File: src/dfm_pkg.sv
/*
 * constants, types and helpers for the drive fault monitor.
 * assumes a 50 MHz aclk and an axi4-lite master with 32-bit data.
 */
// Operation
// - warn with cause 0 when pulse-train speed command passes 30 rev/s
// - warn with cause 1 when speed stays above 1.5 x ceiling over 1 ms
// - warn with cause 2 when feedback output frequency passes 2.3 MHz
// - every warning enters a fault log with its lowest-numbered new cause, readable by query
// - speed command formed from input pulse rate over circle resolution
// - writing feedback resolution reloads the speed ceiling automatically
// - fault reset input or fault reset command clears the warning
// - processor fault alarm when the processor stops running properly
// - volatile memory fault alarm when working memory is found corrupt
// - no settings written to nonvolatile memory during volatile fault
// - register and log reads still answered during volatile fault
// - nonvolatile fault alarm when a backup write does not complete well
// - write-inhibit setting suppresses automatic nonvolatile writes
// - commit command stores settings; power must stay until write ends
// - factory defaults during nonvolatile fault reinitialise all settings
package dfm_pkg;
  localparam int CLK_HZ      = 50_000_000;
  localparam int CLK_NS      = 20;
  localparam int WIN_NS      = 100_000;
  localparam int WIN_CYC     = WIN_NS / CLK_NS;
  localparam int OVER_NS     = 1_000_000;
  localparam int OVER_WIN    = OVER_NS / WIN_NS;
  localparam int WDOG_NS     = 1_000_000;
  localparam int WDOG_CYC    = WDOG_NS / CLK_NS;
  localparam int SPD_MAX_RPS = 30;
  localparam int CEIL_NUM    = 3;
  localparam int CEIL_DEN    = 2;
  localparam int FB_MAX_HZ   = 2_300_000;

  localparam logic [7:0] A_CTRL   = 8'h00;
  localparam logic [7:0] A_STAT   = 8'h04;
  localparam logic [7:0] A_CIRC   = 8'h08;
  localparam logic [7:0] A_FBRES  = 8'h0c;
  localparam logic [7:0] A_CEIL   = 8'h10;
  localparam logic [7:0] A_LOGSEL = 8'h14;
  localparam logic [7:0] A_LOGDAT = 8'h18;

  localparam int CTRL_INH    = 0;
  localparam int CTRL_COMMIT = 1;
  localparam int CTRL_FACT   = 2;
  localparam int CTRL_CLR    = 3;

  localparam logic [15:0] CIRC_RST  = 16'h1000;
  localparam logic [15:0] FBRES_RST = 16'h1000;
  localparam logic [15:0] CEIL_RST  = 16'h0230;
  localparam logic [1:0]  RESP_OK   = 2'h0;
  localparam logic [1:0]  RESP_ERR  = 2'h2;
  localparam int LOG_DEPTH = 8;

  typedef struct packed {
    logic rom;
    logic ram;
    logic cpu;
    logic warn;
  } dfm_alarm_t;

  typedef enum logic [1:0] {
    NV_IDLE = 2'h1,
    NV_BUSY = 2'h2
  } dfm_nv_t;

  // byte-lane merge of a 16-bit field
  function automatic logic [15:0] dfm_merge16(input logic [15:0] old,
                                              input logic [31:0] wd,
                                              input logic [3:0]  st);
    dfm_merge16 = {st[1] ? wd[15:8] : old[15:8], st[0] ? wd[7:0] : old[7:0]};
  endfunction

  // ceiling that keeps the feedback output under its frequency limit
  function automatic logic [15:0] dfm_ceil_of(input logic [15:0] fr);
    logic [23:0] q;
    q = 24'(FB_MAX_HZ) / ((fr == 16'h0) ? 24'h1 : 24'(fr));
    dfm_ceil_of = (q > 24'h00ffff) ? 16'hffff : q[15:0];
  endfunction
endpackage

File: src/dfm_top.sv
/*
 * drive fault monitor: speed and feedback supervision, alarm flags,
 * fault log and nonvolatile write gating behind an axi4-lite slave.
 * assumes pulse_cmd_in and fault_reset_input are asynchronous pins;
 * all other inputs come from logic on aclk.
 */
`timescale 1ns/1ps
module dfm_top #(
  parameter int WIN_C  = dfm_pkg::WIN_CYC,
  parameter int WDOG_C = dfm_pkg::WDOG_CYC
) (
  input  wire  logic        aclk,
  input  wire  logic        aresetn,
  input  wire  logic [7:0]  s_awaddr,
  input  wire  logic        s_awvalid,
  output logic              s_awready,
  input  wire  logic [31:0] s_wdata,
  input  wire  logic [3:0]  s_wstrb,
  input  wire  logic        s_wvalid,
  output logic              s_wready,
  output logic [1:0]        s_bresp,
  output logic              s_bvalid,
  input  wire  logic        s_bready,
  input  wire  logic [7:0]  s_araddr,
  input  wire  logic        s_arvalid,
  output logic              s_arready,
  output logic [31:0]       s_rdata,
  output logic [1:0]        s_rresp,
  output logic              s_rvalid,
  input  wire  logic        s_rready,
  input  wire  logic        pulse_cmd_in,
  input  wire  logic        fault_reset_input,
  input  wire  logic        fb_out_pulse,
  input  wire  logic        cpu_heartbeat,
  input  wire  logic        ram_check_err,
  input  wire  logic        nvm_done,
  input  wire  logic        nvm_err,
  output logic              nvm_wr_start,
  output logic              nvm_commit,
  output logic              factory_init,
  output dfm_pkg::dfm_alarm_t alarms,
  output logic [2:0]        warn_cause
);
  import dfm_pkg::*;

  localparam int RATE = CLK_HZ / WIN_C;

  logic        aw_q, aw_d, w_q, w_d, bv_q, bv_d, rv_q, rv_d;
  logic [7:0]  awa_q, awa_d;
  logic [31:0] wd_q, wd_d, rd_q, rd_d, rmux;
  logic [3:0]  ws_q, ws_d;
  logic [1:0]  br_q, br_d, rr_q, rr_d;
  logic        inh_q, inh_d;
  logic [15:0] cr_q, cr_d, fr_q, fr_d, vl_q, vl_d;
  logic [2:0]  sel_q, sel_d, lwp_q, lwp_d;
  logic [3:0]  lcnt_q, lcnt_d;
  logic [1:0]  log_q [LOG_DEPTH];
  logic [1:0]  log_d [LOG_DEPTH];
  dfm_alarm_t  alm_q, alm_d;
  logic [2:0]  cause_q, cause_d, hit_q, hit_d, new_hit;
  logic [15:0] wcnt_q, wcnt_d, pcnt_q, pcnt_d, fcnt_q, fcnt_d;
  logic [15:0] pcnt_n, fcnt_n;
  logic [3:0]  ocnt_q, ocnt_d;
  logic [15:0] dog_q, dog_d;
  logic        hb_q, hb_d;
  dfm_nv_t     nv_q, nv_d;
  logic        pend_q, pend_d, cpend_q, cpend_d;
  logic        start_q, start_d, cmt_q, cmt_d, fact_q, fact_d;
  logic        ps1_q, ps2_q, ps3_q, rs1_q, rs2_q;
  logic        wr_go, win_end, clr_any, cmd_clr, over;
  logic [47:0] spd, lim0, lim1, fbf;

  // pins pass two flip-flops; the pulse pin adds a third, and its edge is taken from the second and third stages
  always_ff @(posedge aclk) begin
    if (!aresetn) begin
      ps1_q <= 1'b0;
      ps2_q <= 1'b0;
      ps3_q <= 1'b0;
      rs1_q <= 1'b0;
      rs2_q <= 1'b0;
    end else begin
      ps1_q <= pulse_cmd_in;
      ps2_q <= ps1_q;
      ps3_q <= ps2_q;
      rs1_q <= fault_reset_input;
      rs2_q <= rs1_q;
    end
  end

  // read mux; log and settings stay readable in any alarm state
  always_comb begin
    rmux = 32'h0;
    unique case (s_araddr)
      A_CTRL:   rmux = {31'h0, inh_q};
      A_STAT:   rmux = {21'h0, cause_q, 2'h0, inh_q,
                        nv_q == NV_BUSY, alm_q};
      A_CIRC:   rmux = {16'h0, cr_q};
      A_FBRES:  rmux = {16'h0, fr_q};
      A_CEIL:   rmux = {16'h0, vl_q};
      A_LOGSEL: rmux = {29'h0, sel_q};
      A_LOGDAT: rmux = {12'h0, lcnt_q, 5'h0, lwp_q, 6'h0, log_q[sel_q]};
      default:  rmux = 32'h0;
    endcase
  end

  // window arithmetic: speed in rev/s scaled by circle resolution
  always_comb begin
    pcnt_n = pcnt_q + {15'h0, ps2_q & ~ps3_q};
    fcnt_n = fcnt_q + {15'h0, fb_out_pulse};
    spd    = 48'(pcnt_n) * 48'(RATE);
    lim0   = 48'(SPD_MAX_RPS) * 48'(cr_q);
    lim1   = 48'(CEIL_NUM) * 48'(vl_q) * 48'(cr_q);
    fbf    = 48'(fcnt_n) * 48'(RATE);
    over   = (spd * 48'(CEIL_DEN)) > lim1;
  end

  // next state of bus, settings, supervision and nonvolatile control
  always_comb begin
    aw_d = aw_q; awa_d = awa_q; w_d = w_q; wd_d = wd_q; ws_d = ws_q;
    bv_d = bv_q; br_d = br_q; rv_d = rv_q; rd_d = rd_q; rr_d = rr_q;
    inh_d = inh_q; cr_d = cr_q; fr_d = fr_q; vl_d = vl_q; sel_d = sel_q;
    lwp_d = lwp_q; lcnt_d = lcnt_q; log_d = log_q;
    alm_d = alm_q; cause_d = cause_q; hit_d = hit_q;
    wcnt_d = wcnt_q + 16'h1; pcnt_d = pcnt_n; fcnt_d = fcnt_n;
    ocnt_d = ocnt_q; hb_d = cpu_heartbeat;
    dog_d = (cpu_heartbeat != hb_q) ? 16'h0 : dog_q;
    nv_d = nv_q; pend_d = pend_q; cpend_d = cpend_q;
    start_d = 1'b0; cmt_d = cmt_q; fact_d = 1'b0;
    cmd_clr = 1'b0;
    if (s_awvalid && s_awready) begin
      aw_d = 1'b1;
      awa_d = s_awaddr;
    end
    if (s_wvalid && s_wready) begin
      w_d = 1'b1;
      wd_d = s_wdata;
      ws_d = s_wstrb;
    end
    wr_go = aw_q && w_q;
    if (wr_go) begin
      aw_d = 1'b0;
      w_d = 1'b0;
      bv_d = 1'b1;
      br_d = RESP_OK;
      unique case (awa_q)
        A_CTRL: if (ws_q[0]) begin
          inh_d = wd_q[CTRL_INH];
          cmd_clr = wd_q[CTRL_CLR];
          if (wd_q[CTRL_COMMIT] && !alm_q.ram)
            cpend_d = 1'b1;
          if (wd_q[CTRL_FACT] && alm_q.rom) begin
            cr_d = CIRC_RST;
            fr_d = FBRES_RST;
            vl_d = CEIL_RST;
            inh_d = 1'b0;
            fact_d = 1'b1;
          end
        end
        A_CIRC: begin
          cr_d = dfm_merge16(cr_q, wd_q, ws_q);
          pend_d = 1'b1;
        end
        A_FBRES: begin
          fr_d = dfm_merge16(fr_q, wd_q, ws_q);
          vl_d = dfm_ceil_of(fr_d);
          pend_d = 1'b1;
        end
        A_CEIL: begin
          vl_d = dfm_merge16(vl_q, wd_q, ws_q);
          pend_d = 1'b1;
        end
        A_LOGSEL: if (ws_q[0]) sel_d = wd_q[2:0];
        A_STAT, A_LOGDAT: br_d = RESP_OK;
        default: br_d = RESP_ERR;
      endcase
    end
    if (bv_q && s_bready) bv_d = 1'b0;
    if (s_arvalid && s_arready) begin
      rv_d = 1'b1;
      rd_d = rmux;
      rr_d = (s_araddr <= A_LOGDAT && s_araddr[1:0] == 2'h0)
             ? RESP_OK : RESP_ERR;
    end else if (rv_q && s_rready) begin
      rv_d = 1'b0;
    end
    // window end: judge speed and feedback rate, restart counts
    win_end = (wcnt_q >= 16'(WIN_C - 1));
    if (win_end) begin
      wcnt_d = 16'h0;
      pcnt_d = 16'h0;
      fcnt_d = 16'h0;
      ocnt_d = !over ? 4'h0 : (ocnt_q == 4'hf) ? ocnt_q : ocnt_q + 4'h1;
      hit_d[0] = spd > lim0;
      hit_d[1] = over && (ocnt_q >= 4'(OVER_WIN));
      hit_d[2] = fbf > 48'(FB_MAX_HZ);
    end
    new_hit = hit_d & ~hit_q;
    clr_any = rs2_q || cmd_clr;
    if (clr_any) begin
      alm_d.warn = 1'b0;
      cause_d = 3'h0;
    end
    if (new_hit != 3'h0) begin
      alm_d.warn = 1'b1; // set wins over clear
      cause_d = cause_d | new_hit;
      log_d[lwp_q] = new_hit[0] ? 2'h0 : new_hit[1] ? 2'h1 : 2'h2;
      lwp_d = lwp_q + 3'h1;
      if (lcnt_q != 4'(LOG_DEPTH)) lcnt_d = lcnt_q + 4'h1;
    end
    // cpu, ram and rom alarms only fall at reset (power cycle); warn also falls on a clear
    if (dog_q >= 16'(WDOG_C - 1)) alm_d.cpu = 1'b1;
    else dog_d = (cpu_heartbeat != hb_q) ? 16'h0 : dog_q + 16'h1;
    if (ram_check_err) alm_d.ram = 1'b1;
    unique case (nv_q)
      NV_IDLE: begin
        if (cpend_q && !alm_q.ram) begin
          start_d = 1'b1;
          cmt_d = 1'b1;
          cpend_d = 1'b0;
          pend_d = 1'b0;
          nv_d = NV_BUSY;
        end else if (pend_q && !inh_q && !alm_q.ram) begin
          start_d = 1'b1;
          cmt_d = 1'b0;
          pend_d = 1'b0;
          nv_d = NV_BUSY;
        end
      end
      NV_BUSY: begin
        if (nvm_done || nvm_err) begin
          nv_d = NV_IDLE;
          cmt_d = 1'b0;
        end
        if (nvm_err) alm_d.rom = 1'b1;
      end
      default: nv_d = NV_IDLE;
    endcase
  end

  // register stage
  always_ff @(posedge aclk) begin
    if (!aresetn) begin
      aw_q <= 1'b0; awa_q <= 8'h0; w_q <= 1'b0; wd_q <= 32'h0;
      ws_q <= 4'h0; bv_q <= 1'b0; br_q <= RESP_OK; rv_q <= 1'b0;
      rd_q <= 32'h0; rr_q <= RESP_OK; inh_q <= 1'b0;
      cr_q <= CIRC_RST; fr_q <= FBRES_RST; vl_q <= CEIL_RST;
      sel_q <= 3'h0; lwp_q <= 3'h0; lcnt_q <= 4'h0;
      for (int i = 0; i < LOG_DEPTH; i++) log_q[i] <= 2'h0;
      alm_q <= '0; cause_q <= 3'h0; hit_q <= 3'h0;
      wcnt_q <= 16'h0; pcnt_q <= 16'h0; fcnt_q <= 16'h0;
      ocnt_q <= 4'h0; dog_q <= 16'h0; hb_q <= 1'b0;
      nv_q <= NV_IDLE; pend_q <= 1'b0; cpend_q <= 1'b0;
      start_q <= 1'b0; cmt_q <= 1'b0; fact_q <= 1'b0;
    end else begin
      aw_q <= aw_d; awa_q <= awa_d; w_q <= w_d; wd_q <= wd_d;
      ws_q <= ws_d; bv_q <= bv_d; br_q <= br_d; rv_q <= rv_d;
      rd_q <= rd_d; rr_q <= rr_d; inh_q <= inh_d;
      cr_q <= cr_d; fr_q <= fr_d; vl_q <= vl_d;
      sel_q <= sel_d; lwp_q <= lwp_d; lcnt_q <= lcnt_d;
      log_q <= log_d;
      alm_q <= alm_d; cause_q <= cause_d; hit_q <= hit_d;
      wcnt_q <= wcnt_d; pcnt_q <= pcnt_d; fcnt_q <= fcnt_d;
      ocnt_q <= ocnt_d; dog_q <= dog_d; hb_q <= hb_d;
      nv_q <= nv_d; pend_q <= pend_d; cpend_q <= cpend_d;
      start_q <= start_d; cmt_q <= cmt_d; fact_q <= fact_d;
    end
  end

  // handshakes are combinational, data straight from flip-flops
  assign s_awready    = !aw_q && !bv_q;
  assign s_wready     = !w_q && !bv_q;
  assign s_bvalid     = bv_q;
  assign s_bresp      = br_q;
  assign s_arready    = !rv_q;
  assign s_rvalid     = rv_q;
  assign s_rdata      = rd_q;
  assign s_rresp      = rr_q;
  assign nvm_wr_start = start_q;
  assign nvm_commit   = cmt_q;
  assign factory_init = fact_q;
  assign alarms       = alm_q;
  assign warn_cause   = cause_q;

  // checks
  speed_warn_a: assert property (@(posedge aclk) disable iff (!aresetn)
    win_end && spd > lim0 && !hit_q[0] |=> alm_q.warn && cause_q[0])
    else $error("speed warning not raised");
  ceil_hold_a: assert property (@(posedge aclk) disable iff (!aresetn)
    win_end && over && ocnt_q >= 4'(OVER_WIN) && !hit_q[1] |=> cause_q[1])
    else $error("ceiling warning not raised");
  fb_rate_a: assert property (@(posedge aclk) disable iff (!aresetn)
    win_end && fbf > 48'(FB_MAX_HZ) && !hit_q[2] |=> cause_q[2])
    else $error("feedback rate warning not raised");
  log_entry_a: assert property (@(posedge aclk) disable iff (!aresetn)
    new_hit[1:0] == 2'h2 |=> log_q[$past(lwp_q)] == 2'h1)
    else $error("log entry wrong");
  ceil_load_a: assert property (@(posedge aclk) disable iff (!aresetn)
    wr_go && awa_q == A_FBRES |=> vl_q == dfm_ceil_of(fr_q))
    else $error("ceiling not reloaded");
  warn_clr_a: assert property (@(posedge aclk) disable iff (!aresetn)
    clr_any && new_hit == 3'h0 |=> !alm_q.warn && cause_q == 3'h0)
    else $error("warning not cleared");
  warn_stick_a: assert property
    (@(posedge aclk) disable iff (!aresetn)
    $fell(alm_q.warn) |-> $past(clr_any))
    else $error("warning dropped without clear");
  cpu_dog_a: assert property (@(posedge aclk) disable iff (!aresetn)
    dog_q >= 16'(WDOG_C - 1) |=> alm_q.cpu [*2])
    else $error("processor alarm missing");
  ram_block_a: assert property (@(posedge aclk) disable iff (!aresetn)
    alm_q.ram |=> !start_q)
    else $error("nvm write during ram fault");
  read_ans_a: assert property (@(posedge aclk) disable iff (!aresetn)
    s_arvalid && s_arready |=> s_rvalid)
    else $error("read not answered");
  rom_err_a: assert property (@(posedge aclk) disable iff (!aresetn)
    nv_q == NV_BUSY && nvm_err |=> alm_q.rom ##1 alm_q.rom)
    else $error("nvm fault not raised");
  inh_auto_a: assert property (@(posedge aclk) disable iff (!aresetn)
    start_q && !cmt_q |-> !$past(inh_q))
    else $error("automatic write while inhibited");
endmodule

File: config.mk
export PLATFORM = sky130hd
export DESIGN_NAME = dfm_top
export DESIGN_NICKNAME = d
export VERILOG_FILES = /design/src/dfm_pkg.sv /design/src/dfm_top.sv
export SDC_FILE = /design/constraint.sdc
export NUM_CORES = 2
export LEC_CHECK = 0
export ABC_AREA = 1
export BUFFER_PORTS_ARGS = -buffer_cell sky130_fd_sc_hd__buf_2
export CORE_ASPECT_RATIO = 1.75
export CORE_MARGIN = 2
export CORE_UTILIZATION = 45
export CTS_CLUSTER_SIZE = 40
export DETAILED_ROUTE_END_ITERATION = 7
export GPL_TIMING_DRIVEN = 0
export PLACE_DENSITY = 0.72
export SLEW_MARGIN = 20
export SYNTH_ARGS = -nofsm -noshare
export SYNTH_HDL_FRONTEND = slang
export SYNTH_SLANG_ARGS = --single-unit
File: constraint.sdc
create_clock -name aclk -period 47.6 [get_ports aclk]
set_input_delay 9.52 -clock aclk [delete_from_list [all_inputs] [get_ports aclk]]
set_output_delay 9.52 -clock aclk [all_outputs]
set_load 0.05 [all_outputs]
==> flow_summary.toml <==
[run_status]
run_status = "complete, no violations"

[placement]
placedInstanceArea_um2 = 42300
place.gp.congestion = 0.990
io_buffers = 83
detailed_place_hpwl_um = 99400

[critical_path]
crit_path_max_fanout = 13
worstPathArrival_ns = 45.68
critPathRequiredTime_ns = 48.01
critical_path.slowest_cell = "sky130_fd_sc_hd__dfxtp_4"
cp_slowest_stage_delay_ns = 0.38
cp-end-kind = "register"
setup.worst_path.start = "ws_q[1]"
r2r_start = "ws_q[1]"
regToRegSetupSlack_ns = 2.33
most_used_cell_cp = "sky130_fd_sc_hd__nand2_1"
critical_path.startpoint_type = "register"
ws_path_type = "register to register"

[floorplan]
row_count = 145
boundaryPins = 117
die_height_um = 400
dieWidth_um = 230
coreArea_um2 = 89100
fp.dieArea_um2 = 92200
effective_utilization_at_floorplan_pct = 45.3

[cts]
clockRootBuffer = "sky130_fd_sc_hd__clkbuf_16"
cts_hold_buf = 0
latest_clock_arrival_within_the_worst_skew_pair_ns = 0.54
clock_tree.buffer_depth = 3
cts_tree = "done"
cts.sink_count = 218
tritoncts.num_buffers = 21
cts_htree_levels = 1
clock_transition_time_at_the_flip_flop_clock_pins_of_the_worst_setup_and_hold_paths_ns = 0.07

[detailed_routing]
drc = 0
drt-total-wl_um = 123000
drt_pass1_iterations = 6
dr.first_iter.drc_count = 2095
detail_route.vias_per_cell = 5.42
antenna_violating_nets_remaining = 0
wl_per_cell_um = 17.3
via_count = 38600

[sta]
holdWs_ns = 0.422
timing.slew.headroom_pct = 3.73
timing.final.crit_share_pct = 95.1
worst-slew-pin-transition_ns = 1.44
final.min_clock_period_ns = 45.27
hold_violations = 0
summed_negative_setup_slack_over_all_endpoints_ns = 0
setup-violations-final = 0
skew_ns = 0.0158
max_clock_freq_mhz = 22.1
final_max_slew_viol_count = 0

[synthesis]
syn-cell-area_um2 = 40300
postSynth.asyncResetShare_pct = 0
post_synth.cell_area_avg_um2 = 7.12
synth.ff_latch_count = 218
synth_ff_type = "sky130_fd_sc_hd__dfxtp_1"
synth.yosys.seq_area_share_pct = 10.8
yosys.cell_types.count = 82
synth.yosys.warnings = 0
synthesis.instances = 5665
synth-edff-count = 0

[final_layout]
largest_register_ffs = 20
regArea_um2 = 4370
layout-area-overhead-vs-synth_pct = 12.5
stdcell_area_um2 = 45400
layout_common_cells = "sky130_fd_sc_hd__nand2_1, sky130_fd_sc_hd__inv_1, sky130_fd_sc_hd__ha_1"
multiInputGateArea_um2 = 32200
finish.net_count = 6903
post_route_cells_drive_above_1_share_pct = 12.3
postLayoutCoreUtil_pct = 50.9
fillCellCount = 8570
layout_commonest_cell = "sky130_fd_sc_hd__nand2_1"

[global_routing]
grt_util_all_layers_pct = 26.1
first_pass_grt_wire_length_um = 192000
grt_pass1_vias = 39100
grt_antenna_before_repair = 4
grt_start_max_net_pins = 28
grt_remaining_overflow = 0

[min_path]
hold_path_class = "register to register"
worstHoldStart = "ps1_q"

[job]
maxCapViolCount = 0
[kinds of logic after synthesis]
| group | after synthesis | synth area share [%] |
|---|---|---|
| buffers and inverters | 1211 | 12.1 |
| AND/OR/NAND/NOR | 2004 | 22.1 |
| XOR/XNOR | 290 | 6.30 |
| other | 1 | 0.00930 |
| adder cells (fa/ha/maj) | 911 | 34.3 |
| flip-flops | 218 | 10.8 |
| AO/OA/AOI/OAI | 1030 | 14.4 |
[area by class of cell]
class	instances	area share, %
Clock buffer	30	1.37
Multi-Input combinational cell	4253	71.0
Timing Repair Buffer	221	3.29
Timing Repair inverter	1	0.0110
Tap cell	1176	3.24
Buffer	144	2.16
Sequential cell	218	9.63
Antenna cell	2	0.0110
Inverter	1066	8.98
Clock inverter	8	0.276
[synthesized netlist by cell type (all sizes together), types with 2 or more instances]
cell,instances,area share [%]
clkinv,3,0.028
a22oi,4,0.074
a21o,14,0.26
nor2,421,4.3
buf,52,1.2
inv,1062,9.9
nor4,12,0.19
clkbuf,92,0.88
or2,47,0.73
a2111oi,2,0.043
xor2,167,3.6
o21a,4,0.074
a31oi,9,0.16
xnor2,123,2.7
and3,3,0.047
o311ai,3,0.065
nand4,44,0.80
o41ai,2,0.043
dfxtp,218,11
nand3b,5,0.093
ha,585,18
o21bai,68,1.3
a31o,2,0.043
o221ai,3,0.081
nor3,47,0.61
and2,8,0.13
o31ai,7,0.13
a21oi,465,5.8
o22ai,6,0.093
o2111ai,7,0.15
nand2,1188,12
o211ai,17,0.32
a21boi,5,0.093
a211oi,29,0.60
fa,326,16
a221oi,10,0.22
o21ai,370,4.8
nor3b,3,0.056
nand3,224,3.3
[stage by stage]
stage / std cells / worst slack (ns)
after floorplan: 5682 / 3.03
after global placement: 6941 / -7.34
after detailed placement: 6941 / -7.86
after CTS: 7025 / 0.0225
after global routing: 7117 / -0.598
final: 7119 / 2.33
[worst max-delay path: cells and delay by family (launching register included)]
kind / cells / cell delay (ns)
AOI/OAI and AO/OA: 115 / 15.94
DFF: 1 / 0.38
adders and majority gates: 25 / 6.77
and+or+nand+nor: 134 / 13.78
buffers and inverters: 69 / 8.10
[layer usage]
layer	up-vias	global-route usage [%]	routed length [um]
li1	18600	-	-
met1	18200	24.1	41200
met4	6	22.3	12100
met5	-	0	37
met3	590	2.84	5570
met2	1258	50.6	64200
[path summary, 6_finish.rpt]
path / endpoint / cells after the start
worst max-delay path: vl_q[0] / 343
worst min-delay path: ps2_q / 2
worst max register to register: vl_q[0] / 343
worst min register to register: ps2_q / 2
[timing repair]
item,4_1_cts,5_1_grt
endpoints found under the setup margin,3,2
gates resized for setup,130,221
buffers inserted,45,91
pin swaps,52,110
gates cloned,1,2
Power is left out: the tool's default activity adds up to more than one toggle a clock period on the data nets, which glitch-free logic cannot reach.
